--- config.mk ---
export PLATFORM = sky130hd
export DESIGN_NAME = cfgflt_top
export DESIGN_NICKNAME = d
export VERILOG_FILES = /design/src/common/cfgflt_pkg.sv /design/src/hdl/cfgflt_axil.sv /design/src/hdl/cfgflt_rgn.sv /design/src/hdl/cfgflt_top.sv
export SDC_FILE = /design/constraint.sdc
export NUM_CORES = 1
export LEC_CHECK = 0
export ABC_AREA = 1
export BUFFER_PORTS_ARGS = -buffer_cell sky130_fd_sc_hd__buf_2
export CELL_PAD_IN_SITES_DETAIL_PLACEMENT = 0
export CELL_PAD_IN_SITES_GLOBAL_PLACEMENT = 1
export CORE_ASPECT_RATIO = 1.2
export CORE_MARGIN = 10
export CORE_UTILIZATION = 47
export DETAILED_ROUTE_END_ITERATION = 8
export PLACE_DENSITY = 0.88
export SLEW_MARGIN = 10
export SYNTH_ARGS = -nofsm -noshare
export SYNTH_HDL_FRONTEND = slang
export SYNTH_SLANG_ARGS = --single-unit
--- constraint.sdc ---
create_clock -name i_sys_clk -period 6.13 [get_ports i_sys_clk]
set_clock_uncertainty 0.1 [all_clocks]
set_input_delay 0.613 -clock i_sys_clk [delete_from_list [all_inputs] [get_ports i_sys_clk]]
set_output_delay 0.613 -clock i_sys_clk [all_outputs]
set_load 0.05 [all_outputs]
--- src/common/cfgflt_pkg.sv ---
// Purpose: Shared constants for the configuration-space fault capture block.
// Assumes: 32-bit AXI4-Lite register bus, one system clock.
// Notes:   Offsets are byte addresses; each register is one aligned word.
package cfgflt_pkg;

  // Register byte offsets.
  localparam logic [7:0] OFS_FAULT_ADDR   = 8'h00;
  localparam logic [7:0] OFS_FAULT_STATUS = 8'h04;
  localparam logic [7:0] OFS_CLEAR        = 8'h08;
  localparam logic [7:0] OFS_IRQ_STATUS   = 8'h0C;
  localparam logic [7:0] OFS_IRQ_MASK     = 8'h10;
  localparam logic [7:0] OFS_CTRL         = 8'h14;
  localparam logic [7:0] OFS_RGN_BASE0    = 8'h20;
  localparam logic [7:0] OFS_RGN_LIMIT0   = 8'h24;
  localparam logic [7:0] OFS_RGN_STRIDE   = 8'h08;

  // Fault status field positions.
  localparam int FS_USR_EXEC_POS  = 0;
  localparam int FS_USR_WRITE_POS = 1;
  localparam int FS_USR_READ_POS  = 2;
  localparam int FS_SUP_EXEC_POS  = 3;
  localparam int FS_SUP_WRITE_POS = 4;
  localparam int FS_SUP_READ_POS  = 5;
  localparam int FS_LOCAL_POS     = 7;
  localparam int FS_ORIG_LO_POS   = 8;
  localparam int FS_ORIG_LO_W     = 3;
  localparam int FS_ORIG_HI_POS   = 12;
  localparam int FS_ORIG_HI_W     = 4;
  localparam int ORIG_W           = 7;

  // Clear register and control register fields.
  localparam int CLR_POS       = 0;
  localparam int CTRL_EN_POS   = 0;
  localparam int CTRL_RGN_POS  = 8;

  // Interrupt status bits.
  localparam int IRQ_CAPT_POS  = 0;
  localparam int IRQ_LOST_POS  = 1;
  localparam int IRQ_W         = 2;

  // Reset values.
  localparam logic [31:0]      RST_FAULT_ADDR   = 32'h0000_0000;
  localparam logic [31:0]      RST_FAULT_STATUS = 32'h0000_0000;
  localparam logic [31:0]      RST_CTRL         = 32'h0000_0001;
  localparam logic [31:0]      RST_RGN          = 32'h0000_0000;
  localparam logic [IRQ_W-1:0] RST_IRQ          = 2'h0;

  // AXI responses.
  localparam logic [1:0] RESP_OKAY   = 2'h0;
  localparam logic [1:0] RESP_SLVERR = 2'h2;

  // Access kinds on the observed bus.
  localparam logic [1:0] KIND_READ  = 2'h0;
  localparam logic [1:0] KIND_WRITE = 2'h1;
  localparam logic [1:0] KIND_EXEC  = 2'h3;

  typedef enum logic [0:0]
  {
    CFGFLT_ARMED = 1'b0,
    CFGFLT_HELD  = 1'b1
  } cfgflt_state_e;

endpackage

--- src/hdl/cfgflt_axil.sv ---
// Purpose: AXI4-Lite slave front end for the fault capture registers.
// Assumes: Single outstanding write and read; user side answers reads combinationally.
// Notes:   Write address and data are taken in either order and applied together.
`timescale 1ns/10ps
module cfgflt_axil
  import cfgflt_pkg::*;
#(
  parameter int ADDR_W = 8
)
(
  // Clock and reset
  input  wire logic              i_sys_clk,
  input  wire logic              i_rst_n,
  // Write channels
  input  wire logic              i_awvalid,
  output logic                   o_awready,
  input  wire logic [ADDR_W-1:0] i_awaddr,
  input  wire logic              i_wvalid,
  output logic                   o_wready,
  input  wire logic [31:0]       i_wdata,
  input  wire logic [3:0]        i_wstrb,
  output logic                   o_bvalid,
  input  wire logic              i_bready,
  output logic [1:0]             o_bresp,
  // Read channels
  input  wire logic              i_arvalid,
  output logic                   o_arready,
  input  wire logic [ADDR_W-1:0] i_araddr,
  output logic                   o_rvalid,
  input  wire logic              i_rready,
  output logic [31:0]            o_rdata,
  output logic [1:0]             o_rresp,
  // Register side
  output logic                   o_wr_en,
  output logic [ADDR_W-1:0]      o_wr_addr,
  output logic [31:0]            o_wr_data,
  output logic [3:0]             o_wr_strb,
  input  wire logic              i_wr_err,
  output logic                   o_rd_en,
  output logic [ADDR_W-1:0]      o_rd_addr,
  input  wire logic [31:0]       i_rd_data,
  input  wire logic              i_rd_err
);

  logic              aw_held_q;
  logic              w_held_q;
  logic [ADDR_W-1:0] aw_addr_q;
  logic [31:0]       w_data_q;
  logic [3:0]        w_strb_q;

  assign o_awready = !aw_held_q && !o_bvalid;
  assign o_wready  = !w_held_q && !o_bvalid;
  assign o_wr_en   = aw_held_q && w_held_q;
  assign o_wr_addr = aw_addr_q;
  assign o_wr_data = w_data_q;
  assign o_wr_strb = w_strb_q;
  assign o_arready = !o_rvalid;
  assign o_rd_en   = i_arvalid && o_arready;
  assign o_rd_addr = i_araddr;

  always_ff @(posedge i_sys_clk)
  begin
    if (!i_rst_n)
    begin
      aw_held_q <= 1'b0;
      w_held_q  <= 1'b0;
      aw_addr_q <= '0;
      w_data_q  <= '0;
      w_strb_q  <= '0;
      o_bvalid  <= 1'b0;
      o_bresp   <= RESP_OKAY;
    end
    else
    begin
      if (i_awvalid && o_awready)
      begin
        aw_held_q <= 1'b1;
        aw_addr_q <= i_awaddr;
      end
      if (i_wvalid && o_wready)
      begin
        w_held_q <= 1'b1;
        w_data_q <= i_wdata;
        w_strb_q <= i_wstrb;
      end
      if (o_wr_en)
      begin
        aw_held_q <= 1'b0;
        w_held_q  <= 1'b0;
        o_bvalid  <= 1'b1;
        o_bresp   <= i_wr_err ? RESP_SLVERR : RESP_OKAY;
      end
      else if (i_bready)
      begin
        o_bvalid <= 1'b0;
      end
    end
  end

  always_ff @(posedge i_sys_clk)
  begin
    if (!i_rst_n)
    begin
      o_rvalid <= 1'b0;
      o_rdata  <= '0;
      o_rresp  <= RESP_OKAY;
    end
    else if (o_rd_en)
    begin
      o_rvalid <= 1'b1;
      o_rdata  <= i_rd_data;
      o_rresp  <= i_rd_err ? RESP_SLVERR : RESP_OKAY;
    end
    else if (i_rready)
    begin
      o_rvalid <= 1'b0;
    end
  end

endmodule

--- src/hdl/cfgflt_rgn.sv ---
// Purpose: Matches an address against the reserved configuration regions.
// Assumes: Each region is an inclusive base to limit range.
// Notes:   A region with limit below base never matches.
`timescale 1ns/10ps
module cfgflt_rgn
#(
  parameter int N_RGN = 2
)
(
  // Region table
  input  wire logic [N_RGN-1:0][31:0] i_base,
  input  wire logic [N_RGN-1:0][31:0] i_limit,
  input  wire logic [N_RGN-1:0]       i_enable,
  // Probe
  input  wire logic [31:0]            i_addr,
  output logic                        o_hit
);

  logic [N_RGN-1:0] hit_vec;

  for (genvar g = 0; g < N_RGN; g++)
  begin : g_rgn
    assign hit_vec[g] = i_enable[g] && (i_addr >= i_base[g]) && (i_addr <= i_limit[g]);
  end

  assign o_hit = |hit_vec;

endmodule

--- src/hdl/cfgflt_top.sv ---
// Purpose: Protection of the configuration space with first-fault capture.
// Assumes: Observed accesses arrive as one-cycle strobes synchronous to i_sys_clk.
// Notes:   Only writes into an enabled reserved region count as violations.
// Behaviour
// - Writes into a reserved configuration region are flagged and raise an exception.
// - Only the first of several faults is captured until software clears it.
// - A series of faults yields a single exception; on the fault interrupt the capture bit fires once per series and the lost bit on its later faults.
// - After clearing, the next violation is captured and raises a fresh exception.
// - A software clear resets both fault address and fault status registers.
// - The captured faulting address is readable as a 32-bit value.
// - Fault status holds the originator identifier in the masked bit positions.
// - Fault status holds a flag telling whether local L1/L2 memory was involved.
// - Fault status holds separate supervisor read, write and execute flags.
// - Fault status holds separate user read, write and execute flags.
`timescale 1ns/10ps
module cfgflt_top
  import cfgflt_pkg::*;
#(
  parameter int ADDR_W = 8,
  parameter int N_RGN  = 2
)
(
  // Clock and reset
  input  wire logic              i_sys_clk,
  input  wire logic              i_rst_n,

  // AXI4-Lite write channels
  input  wire logic              i_axi_awvalid,
  output logic                   o_axi_awready,
  input  wire logic [ADDR_W-1:0] i_axi_awaddr,
  input  wire logic              i_axi_wvalid,
  output logic                   o_axi_wready,
  input  wire logic [31:0]       i_axi_wdata,
  input  wire logic [3:0]        i_axi_wstrb,
  output logic                   o_axi_bvalid,
  input  wire logic              i_axi_bready,
  output logic [1:0]             o_axi_bresp,

  // AXI4-Lite read channels
  input  wire logic              i_axi_arvalid,
  output logic                   o_axi_arready,
  input  wire logic [ADDR_W-1:0] i_axi_araddr,
  output logic                   o_axi_rvalid,
  input  wire logic              i_axi_rready,
  output logic [31:0]            o_axi_rdata,
  output logic [1:0]             o_axi_rresp,

  // Observed configuration-space accesses
  input  wire logic              i_acc_valid,
  input  wire logic [31:0]       i_acc_addr,
  input  wire logic [1:0]        i_acc_kind,
  input  wire logic              i_acc_super,
  input  wire logic              i_acc_local,
  input  wire logic [ORIG_W-1:0] i_acc_id,

  // Fault outputs
  output logic                   o_acc_deny,
  output logic                   o_fault_exc,
  output logic                   o_prot_fault_irq
);

  // Bus slave side signals.
  logic              wr_en;
  logic [ADDR_W-1:0] wr_addr;
  logic [31:0]       wr_data;
  logic [3:0]        wr_strb;
  logic              wr_err;
  logic              rd_en;
  logic [ADDR_W-1:0] rd_addr;
  logic [31:0]       rd_data;
  logic              rd_err;

  // Capture state and registers.
  cfgflt_state_e     state_q;
  cfgflt_state_e     state_d;
  logic [31:0]       fault_addr_q;
  logic [31:0]       fault_stat_q;
  logic [31:0]       new_stat;
  logic [IRQ_W-1:0]  irq_stat_q;
  logic [IRQ_W-1:0]  irq_stat_d;
  logic [IRQ_W-1:0]  irq_mask_q;
  logic [31:0]       ctrl_q;
  logic [31:0]       bmask;

  // Region table.
  logic [N_RGN-1:0][31:0] rgn_base_q;
  logic [N_RGN-1:0][31:0] rgn_limit_q;
  logic [N_RGN-1:0]       rgn_en;
  logic [N_RGN-1:0]       rgn_base_rsel;
  logic [N_RGN-1:0]       rgn_limit_rsel;
  logic [N_RGN-1:0]       rgn_base_wsel;
  logic [N_RGN-1:0]       rgn_limit_wsel;
  logic [31:0]            rgn_rdata;
  logic                   rgn_hit;

  // Decode and event wires.
  logic wsel_clear;
  logic wsel_irq_stat;
  logic wsel_irq_mask;
  logic wsel_ctrl;
  logic rsel_fixed;
  logic clear_req;
  logic violation;
  logic capture;
  logic lost;

  cfgflt_axil #(
    .ADDR_W (ADDR_W)
  ) u_axil (
    .i_sys_clk (i_sys_clk),
    .i_rst_n   (i_rst_n),
    .i_awvalid (i_axi_awvalid),
    .o_awready (o_axi_awready),
    .i_awaddr  (i_axi_awaddr),
    .i_wvalid  (i_axi_wvalid),
    .o_wready  (o_axi_wready),
    .i_wdata   (i_axi_wdata),
    .i_wstrb   (i_axi_wstrb),
    .o_bvalid  (o_axi_bvalid),
    .i_bready  (i_axi_bready),
    .o_bresp   (o_axi_bresp),
    .i_arvalid (i_axi_arvalid),
    .o_arready (o_axi_arready),
    .i_araddr  (i_axi_araddr),
    .o_rvalid  (o_axi_rvalid),
    .i_rready  (i_axi_rready),
    .o_rdata   (o_axi_rdata),
    .o_rresp   (o_axi_rresp),
    .o_wr_en   (wr_en),
    .o_wr_addr (wr_addr),
    .o_wr_data (wr_data),
    .o_wr_strb (wr_strb),
    .i_wr_err  (wr_err),
    .o_rd_en   (rd_en),
    .o_rd_addr (rd_addr),
    .i_rd_data (rd_data),
    .i_rd_err  (rd_err)
  );

  cfgflt_rgn #(
    .N_RGN (N_RGN)
  ) u_rgn (
    .i_base   (rgn_base_q),
    .i_limit  (rgn_limit_q),
    .i_enable (rgn_en),
    .i_addr   (i_acc_addr),
    .o_hit    (rgn_hit)
  );

  // Byte lanes expanded to a bit mask for partial writes.
  assign bmask = {{8{wr_strb[3]}}, {8{wr_strb[2]}}, {8{wr_strb[1]}}, {8{wr_strb[0]}}};

  assign wsel_clear    = wr_en && (wr_addr == ADDR_W'(OFS_CLEAR));
  assign wsel_irq_stat = wr_en && (wr_addr == ADDR_W'(OFS_IRQ_STATUS));
  assign wsel_irq_mask = wr_en && (wr_addr == ADDR_W'(OFS_IRQ_MASK));
  assign wsel_ctrl     = wr_en && (wr_addr == ADDR_W'(OFS_CTRL));
  assign rgn_en        = ctrl_q[CTRL_RGN_POS +: N_RGN];

  // Capture registers are read-only; writes to them are refused with an error.
  assign wr_err = wr_en && !(wsel_clear || wsel_irq_stat || wsel_irq_mask || wsel_ctrl
                  || (|rgn_base_wsel) || (|rgn_limit_wsel));

  for (genvar g = 0; g < N_RGN; g++)
  begin : g_rgn_reg
    localparam logic [7:0] BASE_OFS  = 8'(OFS_RGN_BASE0 + g * OFS_RGN_STRIDE);
    localparam logic [7:0] LIMIT_OFS = 8'(OFS_RGN_LIMIT0 + g * OFS_RGN_STRIDE);
    assign rgn_base_wsel[g]  = wr_en && (wr_addr == ADDR_W'(BASE_OFS));
    assign rgn_limit_wsel[g] = wr_en && (wr_addr == ADDR_W'(LIMIT_OFS));
    assign rgn_base_rsel[g]  = (rd_addr == ADDR_W'(BASE_OFS));
    assign rgn_limit_rsel[g] = (rd_addr == ADDR_W'(LIMIT_OFS));

    always_ff @(posedge i_sys_clk)
    begin
      if (!i_rst_n)
      begin
        rgn_base_q[g]  <= RST_RGN;
        rgn_limit_q[g] <= RST_RGN;
      end
      else
      begin
        if (rgn_base_wsel[g])
          rgn_base_q[g] <= (rgn_base_q[g] & ~bmask) | (wr_data & bmask);
        if (rgn_limit_wsel[g])
          rgn_limit_q[g] <= (rgn_limit_q[g] & ~bmask) | (wr_data & bmask);
      end
    end
  end

  always_comb
  begin
    rgn_rdata = '0;
    for (int i = 0; i < N_RGN; i++)
    begin
      if (rgn_base_rsel[i])
        rgn_rdata = rgn_base_q[i];
      if (rgn_limit_rsel[i])
        rgn_rdata = rgn_limit_q[i];
    end
  end

  // A clear is a one written to the clear bit through its byte lane.
  assign clear_req = wsel_clear && wr_strb[0] && wr_data[CLR_POS];

  assign violation = i_acc_valid && ctrl_q[CTRL_EN_POS] && (i_acc_kind == KIND_WRITE)
                     && rgn_hit;
  assign o_acc_deny = violation;

  // A violation in the clearing cycle is captured, so the set wins over the clear.
  assign capture = violation && ((state_q == CFGFLT_ARMED) || clear_req);
  assign lost    = violation && !capture;

  always_comb
  begin
    new_stat = '0;
    new_stat[FS_ORIG_LO_POS +: FS_ORIG_LO_W] = i_acc_id[FS_ORIG_LO_W-1:0];
    new_stat[FS_ORIG_HI_POS +: FS_ORIG_HI_W] = i_acc_id[ORIG_W-1:FS_ORIG_LO_W];
    new_stat[FS_LOCAL_POS] = i_acc_local;
    new_stat[FS_SUP_READ_POS] = i_acc_super && (i_acc_kind == KIND_READ);
    new_stat[FS_SUP_WRITE_POS] = i_acc_super && (i_acc_kind == KIND_WRITE);
    new_stat[FS_SUP_EXEC_POS] = i_acc_super && (i_acc_kind == KIND_EXEC);
    new_stat[FS_USR_READ_POS] = !i_acc_super && (i_acc_kind == KIND_READ);
    new_stat[FS_USR_WRITE_POS] = !i_acc_super && (i_acc_kind == KIND_WRITE);
    new_stat[FS_USR_EXEC_POS] = !i_acc_super && (i_acc_kind == KIND_EXEC);
  end

  always_comb
  begin
    case (state_q)
      CFGFLT_ARMED:
        state_d = capture ? CFGFLT_HELD : CFGFLT_ARMED;
      CFGFLT_HELD:
        state_d = (clear_req && !capture) ? CFGFLT_ARMED : CFGFLT_HELD;
      default:
        state_d = CFGFLT_ARMED;
    endcase
  end

  // Capture registers change only on capture or clear, never on a read.
  always_ff @(posedge i_sys_clk)
  begin
    if (!i_rst_n)
    begin
      state_q      <= CFGFLT_ARMED;
      fault_addr_q <= RST_FAULT_ADDR;
      fault_stat_q <= RST_FAULT_STATUS;
      o_fault_exc  <= 1'b0;
    end
    else
    begin
      state_q     <= state_d;
      o_fault_exc <= capture;
      if (capture)
      begin
        fault_addr_q <= i_acc_addr;
        fault_stat_q <= new_stat;
      end
      else if (clear_req)
      begin
        fault_addr_q <= RST_FAULT_ADDR;
        fault_stat_q <= RST_FAULT_STATUS;
      end
    end
  end

  // Sticky event bits; a new event in the clearing cycle stays set.
  always_comb
  begin
    irq_stat_d = irq_stat_q;
    if (wsel_irq_stat && wr_strb[0])
      irq_stat_d = irq_stat_q & ~wr_data[IRQ_W-1:0];
    irq_stat_d[IRQ_CAPT_POS] = irq_stat_d[IRQ_CAPT_POS] | capture;
    irq_stat_d[IRQ_LOST_POS] = irq_stat_d[IRQ_LOST_POS] | lost;
  end

  always_ff @(posedge i_sys_clk)
  begin
    if (!i_rst_n)
    begin
      irq_stat_q <= RST_IRQ;
      irq_mask_q <= RST_IRQ;
      ctrl_q     <= RST_CTRL;
    end
    else
    begin
      irq_stat_q <= irq_stat_d;
      if (wsel_irq_mask && wr_strb[0])
        irq_mask_q <= wr_data[IRQ_W-1:0];
      if (wsel_ctrl)
        ctrl_q <= (ctrl_q & ~bmask) | (wr_data & bmask);
    end
  end

  // Level output; the capture bit fires once per series of faults, the lost bit on its later faults.
  assign o_prot_fault_irq = |(irq_stat_q & irq_mask_q);

  // Read data mux; reads have no side effects.
  assign rsel_fixed = (rd_addr == ADDR_W'(OFS_FAULT_ADDR))
                      || (rd_addr == ADDR_W'(OFS_FAULT_STATUS))
                      || (rd_addr == ADDR_W'(OFS_CLEAR))
                      || (rd_addr == ADDR_W'(OFS_IRQ_STATUS))
                      || (rd_addr == ADDR_W'(OFS_IRQ_MASK))
                      || (rd_addr == ADDR_W'(OFS_CTRL));
  assign rd_err = rd_en && !(rsel_fixed || (|rgn_base_rsel) || (|rgn_limit_rsel));

  always_comb
  begin
    case (rd_addr)
      ADDR_W'(OFS_FAULT_ADDR):   rd_data = fault_addr_q;
      ADDR_W'(OFS_FAULT_STATUS): rd_data = fault_stat_q;
      ADDR_W'(OFS_IRQ_STATUS):   rd_data = {{(32-IRQ_W){1'b0}}, irq_stat_q};
      ADDR_W'(OFS_IRQ_MASK):     rd_data = {{(32-IRQ_W){1'b0}}, irq_mask_q};
      ADDR_W'(OFS_CTRL):         rd_data = ctrl_q;
      default:                   rd_data = rgn_rdata;
    endcase
  end

endmodule

Word level (Yosys, flattened, before mapping)

Index checks and enable logic that the tools add are counted.

Bits of input ports: 103
Output and inout bits: 44
Logic and storage cells: 151
Flip-flop bits (word level): 296

Equality and inequality tests: 19
Mux-type cells: 19
Reduce and logical (&&, ||, !) cells: 69
$lt $le $gt $ge: 4
Bitwise logic cells: 19

Operators with widths:

| kind                                                 | count |
|---|---|
| AND 32 bit                                           | 6 |
| two-way mux 32 bit                                   | 6 |
| OR 32 bit                                            | 5 |
| one-hot mux 32 bit (5 select lines)                  | 1 |
| equality test 8 x 6 -> 1 bit (second input constant) | 8 |
| greater-or-equal comparator 32 bit                   | 2 |
| less-or-equal comparator 32 bit                      | 2 |
| logical AND 1 bit                                    | 36 |
| equality test 8 x 4 -> 1 bit (second input constant) | 4 |
| equality test 8 x 5 -> 1 bit (second input constant) | 4 |
| two-way mux 16 bit                                   | 2 |
| inverter 32 bit                                      | 1 |
| OR reduction 2 bit                                   | 7 |
| logical OR 1 bit                                     | 13 |
| equality test 8 x 3 -> 1 bit (second input constant) | 1 |
| zero test 1 bit                                      | 8 |
| zero test 8 bit                                      | 1 |
| two-way mux 1 bit                                    | 6 |
| two-way mux 2 bit                                    | 3 |
| nonzero test 2 bit                                   | 3 |
| AND 2 bit                                            | 2 |
| equality test 2 x 1 -> 1 bit (second input constant) | 1 |
| equality test 2 bit (second input constant)          | 1 |
| zero test 2 bit                                      | 1 |
| other kinds (4)                                      | 6 |

Longest topological paths before layout

Depth after elaboration: 11
Mapped depth: 21
Mapped depth without buffers: 20

Hierarchy

From an unflattened synthesis, not the netlist that was laid out.

Cells, all modules: 2496
Area total of the unflattened synthesis: 16834.9 um2

Modules (own cells, without submodules):

| module      | instances | area an instance (um2) | seq. area each (um2) | cells each |
|---|---|---|---|---|
| cfgflt_top  | 1         | 10035.9                | 4244.1               | 1469 |
| cfgflt_rgn  | 1         | 3415.8                 | 0.0                  | 560 |
| cfgflt_axil | 1         | 3383.2                 | 1641.6               | 467 |

Least setup slack after synthesis

No wires, ideal clock.

Path kind: in2out
Start: input i_acc_addr[15]
End: output o_acc_deny
Path buffers: 0
Arrival: 2.067 ns
Data required time: 5.417 ns
Stages: 13
Setup slack: 3.350 ns
Path through: ha_1 nand2_1 nor2_1 nand2_1 nor2_1 nor2_1 nand2_1 nand2_1 a21oi_1 nand2_1 nand2_2 nand2_1 inv_1

Cells in the longest elaborated chain, start to end: 5
Elaborated cells on any way between the ends: 10
Those cells by class: order compare: 4; reduce/logical: 6

Ends and longest elaborated chain:

| what                               | RTL line          | source |
|---|---|---|
| from (decl)                        | cfgflt_top.sv:50  | `input wire logic [31:0] i_acc_addr,` |
| greater-or-equal comparator 32 bit | cfgflt_rgn.sv:23  | `assign hit_vec[g] = i_enable[g] && (i_addr >= i_base[g]) && (i_addr <= i_limit[g]);` |
| logical AND 1 bit (2 in series)    | cfgflt_rgn.sv:23  |  |
| OR reduction 2 bit *               | cfgflt_rgn.sv:26  | `assign o_hit = \|hit_vec;` |
| logical AND 1 bit *                | cfgflt_top.sv:205 | `&& rgn_hit;` |
| to (decl)                          | cfgflt_top.sv:57  | `output logic o_acc_deny,` |

Every way passes the cells marked *; elsewhere a longest branch is shown, timed or not.

==> reports/metrics.csv <==
stage,metric,value,unit
outcome,status,"finished, final reports clean",
global_route,vias in the first global route,13060,
clock_network,maximum root-to-sink buffer count,3,
yosys,library cells used by synthesis,43,
setup_path,critical path's most frequent cell,nand2_1,
power,sequential power share,45.8,%
setup_path,Crit. End Element,primary output,
routing,Routed Antenna Nets,0,
timing,Slew Limit Fails,0,
floorplan,initial core utilization,47.70,%
yosys,#FFs+latches synth,294,
timing,RSZ-0062 raised after global routing,no,
timing,final period utilization,60.33,%
setup_path,WS Path Type,reg2out,
timing,Max Freq,0.2704,GHz
timing,Setup TNS,0,ns
floorplan,core region area,30570,sq um
yosys,Post-Synthesis Cells,1916,
setup_path,crit-path cells,inv_1 > ha_1 > nand2_1 > nor2_1 > nand2_1 > nor4_2 > nand4_1 > nand2_1 > nand2_1 > nand2_2 > nand2_1 > inv_1 > buf_2,
yosys,Mapped Area,14580,sq um
yosys,main combinational cell family by area after synthesis,compound AO/OA/AOI/OAI gates,
floorplan,die height,212.9,um
routing,residual DRC count,0,
clock_network,cell at the root of the clock tree,clkbuf_16,
timing,worst-margin pin slew,1.185,ns
routing,DR vias,13570,
power,pwr dens,266.7,nW/um^2
floorplan,IO Count,147,
power,Peak VDD IR,0.2283,mV
clock_network,CTS Buf Count,30,
power,Pleak,6.415,nW
cells_and_area,area delta synth->final,13.28,%
global_route,gr usage total,22.77,%
yosys,Synth Area in Simple Gates,15.97,%
yosys,post-synthesis mux area share,0,%
setup_path,Critical Path Max Stage Delay,0.39,ns
routing,1st-iter DRT viols,1095,
clock_network,CTS tree,yes,
power,clock power share,44.6,%
yosys,largest area contributor in the netlist,dfxtp_1,
place,DPL Wire Length,31650,um
routing,drt pass-1 iters,7,
routing,Total Wirelength,45760,um
floorplan,FP Rows,70,
cells_and_area,ANT cells,0,
setup_path,CP Launch Type,register,
cells_and_area,nets@finish,2238,
routing,vias per cell,5.596,
power,Psw,1.130,mW
yosys,post-synthesis average cell area,7.609,sq um
timing,Tmin final,3.698,ns
yosys,Main synth FF type,dfxtp_1,
global_route,overflow left after global routing,0,
yosys,ranking of synthesized cells by area,"dfxtp_1 (40%), ha_1 (11%), nand2_1 (8.7%)",
place,gpl congestion,0.9223,
global_route,pin count of the biggest net entering global routing,117,
yosys,XOR/XNOR share of the synthesized area,0,%
place,"Cell Area, Placed",15460,sq um
power,Pint,3.275,mW
clock_network,Post-CTS Setup Repair Bufs,0,
yosys,Ys Warns,0,
power,Sw Ratio,25.66,%
setup_path,"Max FO, Critical Path",3,
yosys,adder-cell share of the synthesized area,10.99,%
timing,Slew Limit Headroom,20.79,%
yosys,Synth Area in Compound Gates,24.35,%
floorplan,die width,180.8,um
yosys,number of flops mapped to enable cells by yosys,0,
power,part of the power in combinational logic,9.6,%
global_route,initial antenna violation count,0,
hold_path,Hold WC Path Type,in2reg,
yosys,asr flop ratio synth,0,%
cells_and_area,final instance area,16510,sq um
clock_network,cts repair resizes,0,
place,Buffers on Ports,144,
setup_path,worst-path cell with the longest stage delay,nor4_2,
clock_network,CTS sink count,294,
routing,drt wl/cell,18.87,um
global_route,first-pass GRT wire length,71340,um
run,MaxCap Viol Count,0,
clock_network,clk slew on worst S/H paths,0.07,ns
floorplan,full die area,38490,sq um
cells_and_area,share of layout cells above drive strength 1,11.98,%
yosys,sequential fraction of the synthesis area,40.37,%
cells_and_area,fillers,2969,
clock_network,clock latency on the worst-skew pair,0.57,ns
clock_network,Max H-tree Level,1,
setup_path,WP data arrival,2.99,ns
yosys,Yosys top cell area share,40.37,%
setup_path,Critical Path RT,5.42,ns
timing,"Hold Vio Cnt, Final",0,
clock_network,CTS hold repair buffers,0,
timing,number of setup violations in the final report,0,
==> kinds of logic (layout without fill, tap and decap cells) <==
kind of cell / Yosys count / after routing
AO/OA/AOI/OAI: 629 / 629
AND/OR/NAND/NOR: 562 / 562
buffers and inverters: 302 / 414
flip-flops: 294 / 294
adder cells (fa/ha/maj): 128 / 128
other: 1 / 2
==> per-stage QoR <==
stage	setup WS (ns)	instances	util [%]	hold WS (ns)	total power, mW
floorplan	3.350	1917	-	0.3242	2.317
global placement	2.255	2371	50.57	0.3359	2.473
detailed placement	2.275	2371	50.57	0.3424	2.482
CTS	2.406	2425	54.03	0.1378	4.427
global route	2.181	2425	54.03	0.1357	4.565
finish	2.432	2425	54.03	0.1443	4.405
==> cells in the final DEF, fill, tap and decap left out, types with 4 or more instances in the layout <==
cell type  instances
a41oi_1           25
dfxtp_1          294
bufinv_16          4
nand4_1           16
nor3_1            11
clkbuf_16         31
buf_4             13
clkinv_2           4
nor4_1             5
nand3_1           31
nor2_1           145
o21ai_2           23
o21a_1             8
buf_2            143
a21oi_1          245
o21ai_1           16
o21ai_0          228
o22ai_1           36
inv_1            201
ha_1             128
clkbuf_1           6
a221oi_1          31
a31oi_1            6
clkbuf_8           8
nand2_1          336
==> Yosys cell counts, types with 7 or more instances <==
| library cell | n |
|---|---|
| o21ai_1 | 16 |
| nand2_1 | 336 |
| o22ai_1 | 36 |
| nand4_1 | 16 |
| buf_6 | 8 |
| ha_1 | 128 |
| dfxtp_1 | 294 |
| a221oi_1 | 31 |
| inv_1 | 201 |
| a41oi_1 | 25 |
| clkbuf_1 | 78 |
| nor3_1 | 11 |
| o21ai_2 | 23 |
| o21ai_0 | 228 |
| nand3_1 | 31 |
| buf_2 | 7 |
| nor2_1 | 146 |
| o21a_1 | 8 |
| a21oi_1 | 245 |
==> final cells by class <==
class | count | area, sq um | area share [%]
well taps | 396 | 495.5 | 3.000
repair buffers | 157 | 824.5 | 4.993
multi-input cells | 1321 | 7490 | 45.35
clock inverters | 9 | 148.9 | 0.9016
inverters | 203 | 762.0 | 4.614
clock buffers | 45 | 908.4 | 5.500
flip-flops and latches | 294 | 5886 | 35.64
==> path summary, 6_finish.rpt <==
kind	from	end	slack, ns	cells past startpoint
worst max-delay path	register	o_acc_deny	2.43	13
worst max register to register	register	fault_addr_q[13]	2.67	14
worst min-delay path	i_acc_id[2]	fault_stat_q[10]	0.14	3
worst min register to register	register	register	0.35	2
==> worst max-delay path, delay by kind of cell, from the launching register on <==
family                     cells  cell delay, ns
DFF                            1            0.31
adders and majority gates      1            0.29
buffers and inverters          3            0.49
and+or+nand+nor                9            1.33
==> power groups by stage <==
stage / Sequential [mW] / Combinational (mW) / Clock [mW]
after floorplan: 2.08 / 0.232 / 0
after CTS: 2.02 / 0.425 / 1.98
after detailed placement: 2.06 / 0.423 / 0
after global routing: 2.02 / 0.475 / 2.07
final: 2.02 / 0.424 / 1.96
after global placement: 2.06 / 0.415 / 0
==> routing by layer <==
layer  track usage [%]  part of all wire (%)
met1             28.03                    41
met2             40.30                    49
met3             3.285                   7.1
met4             6.823                   2.5
met5                 0                     0
No activity file was read; power rests on OpenSTA's default activity.
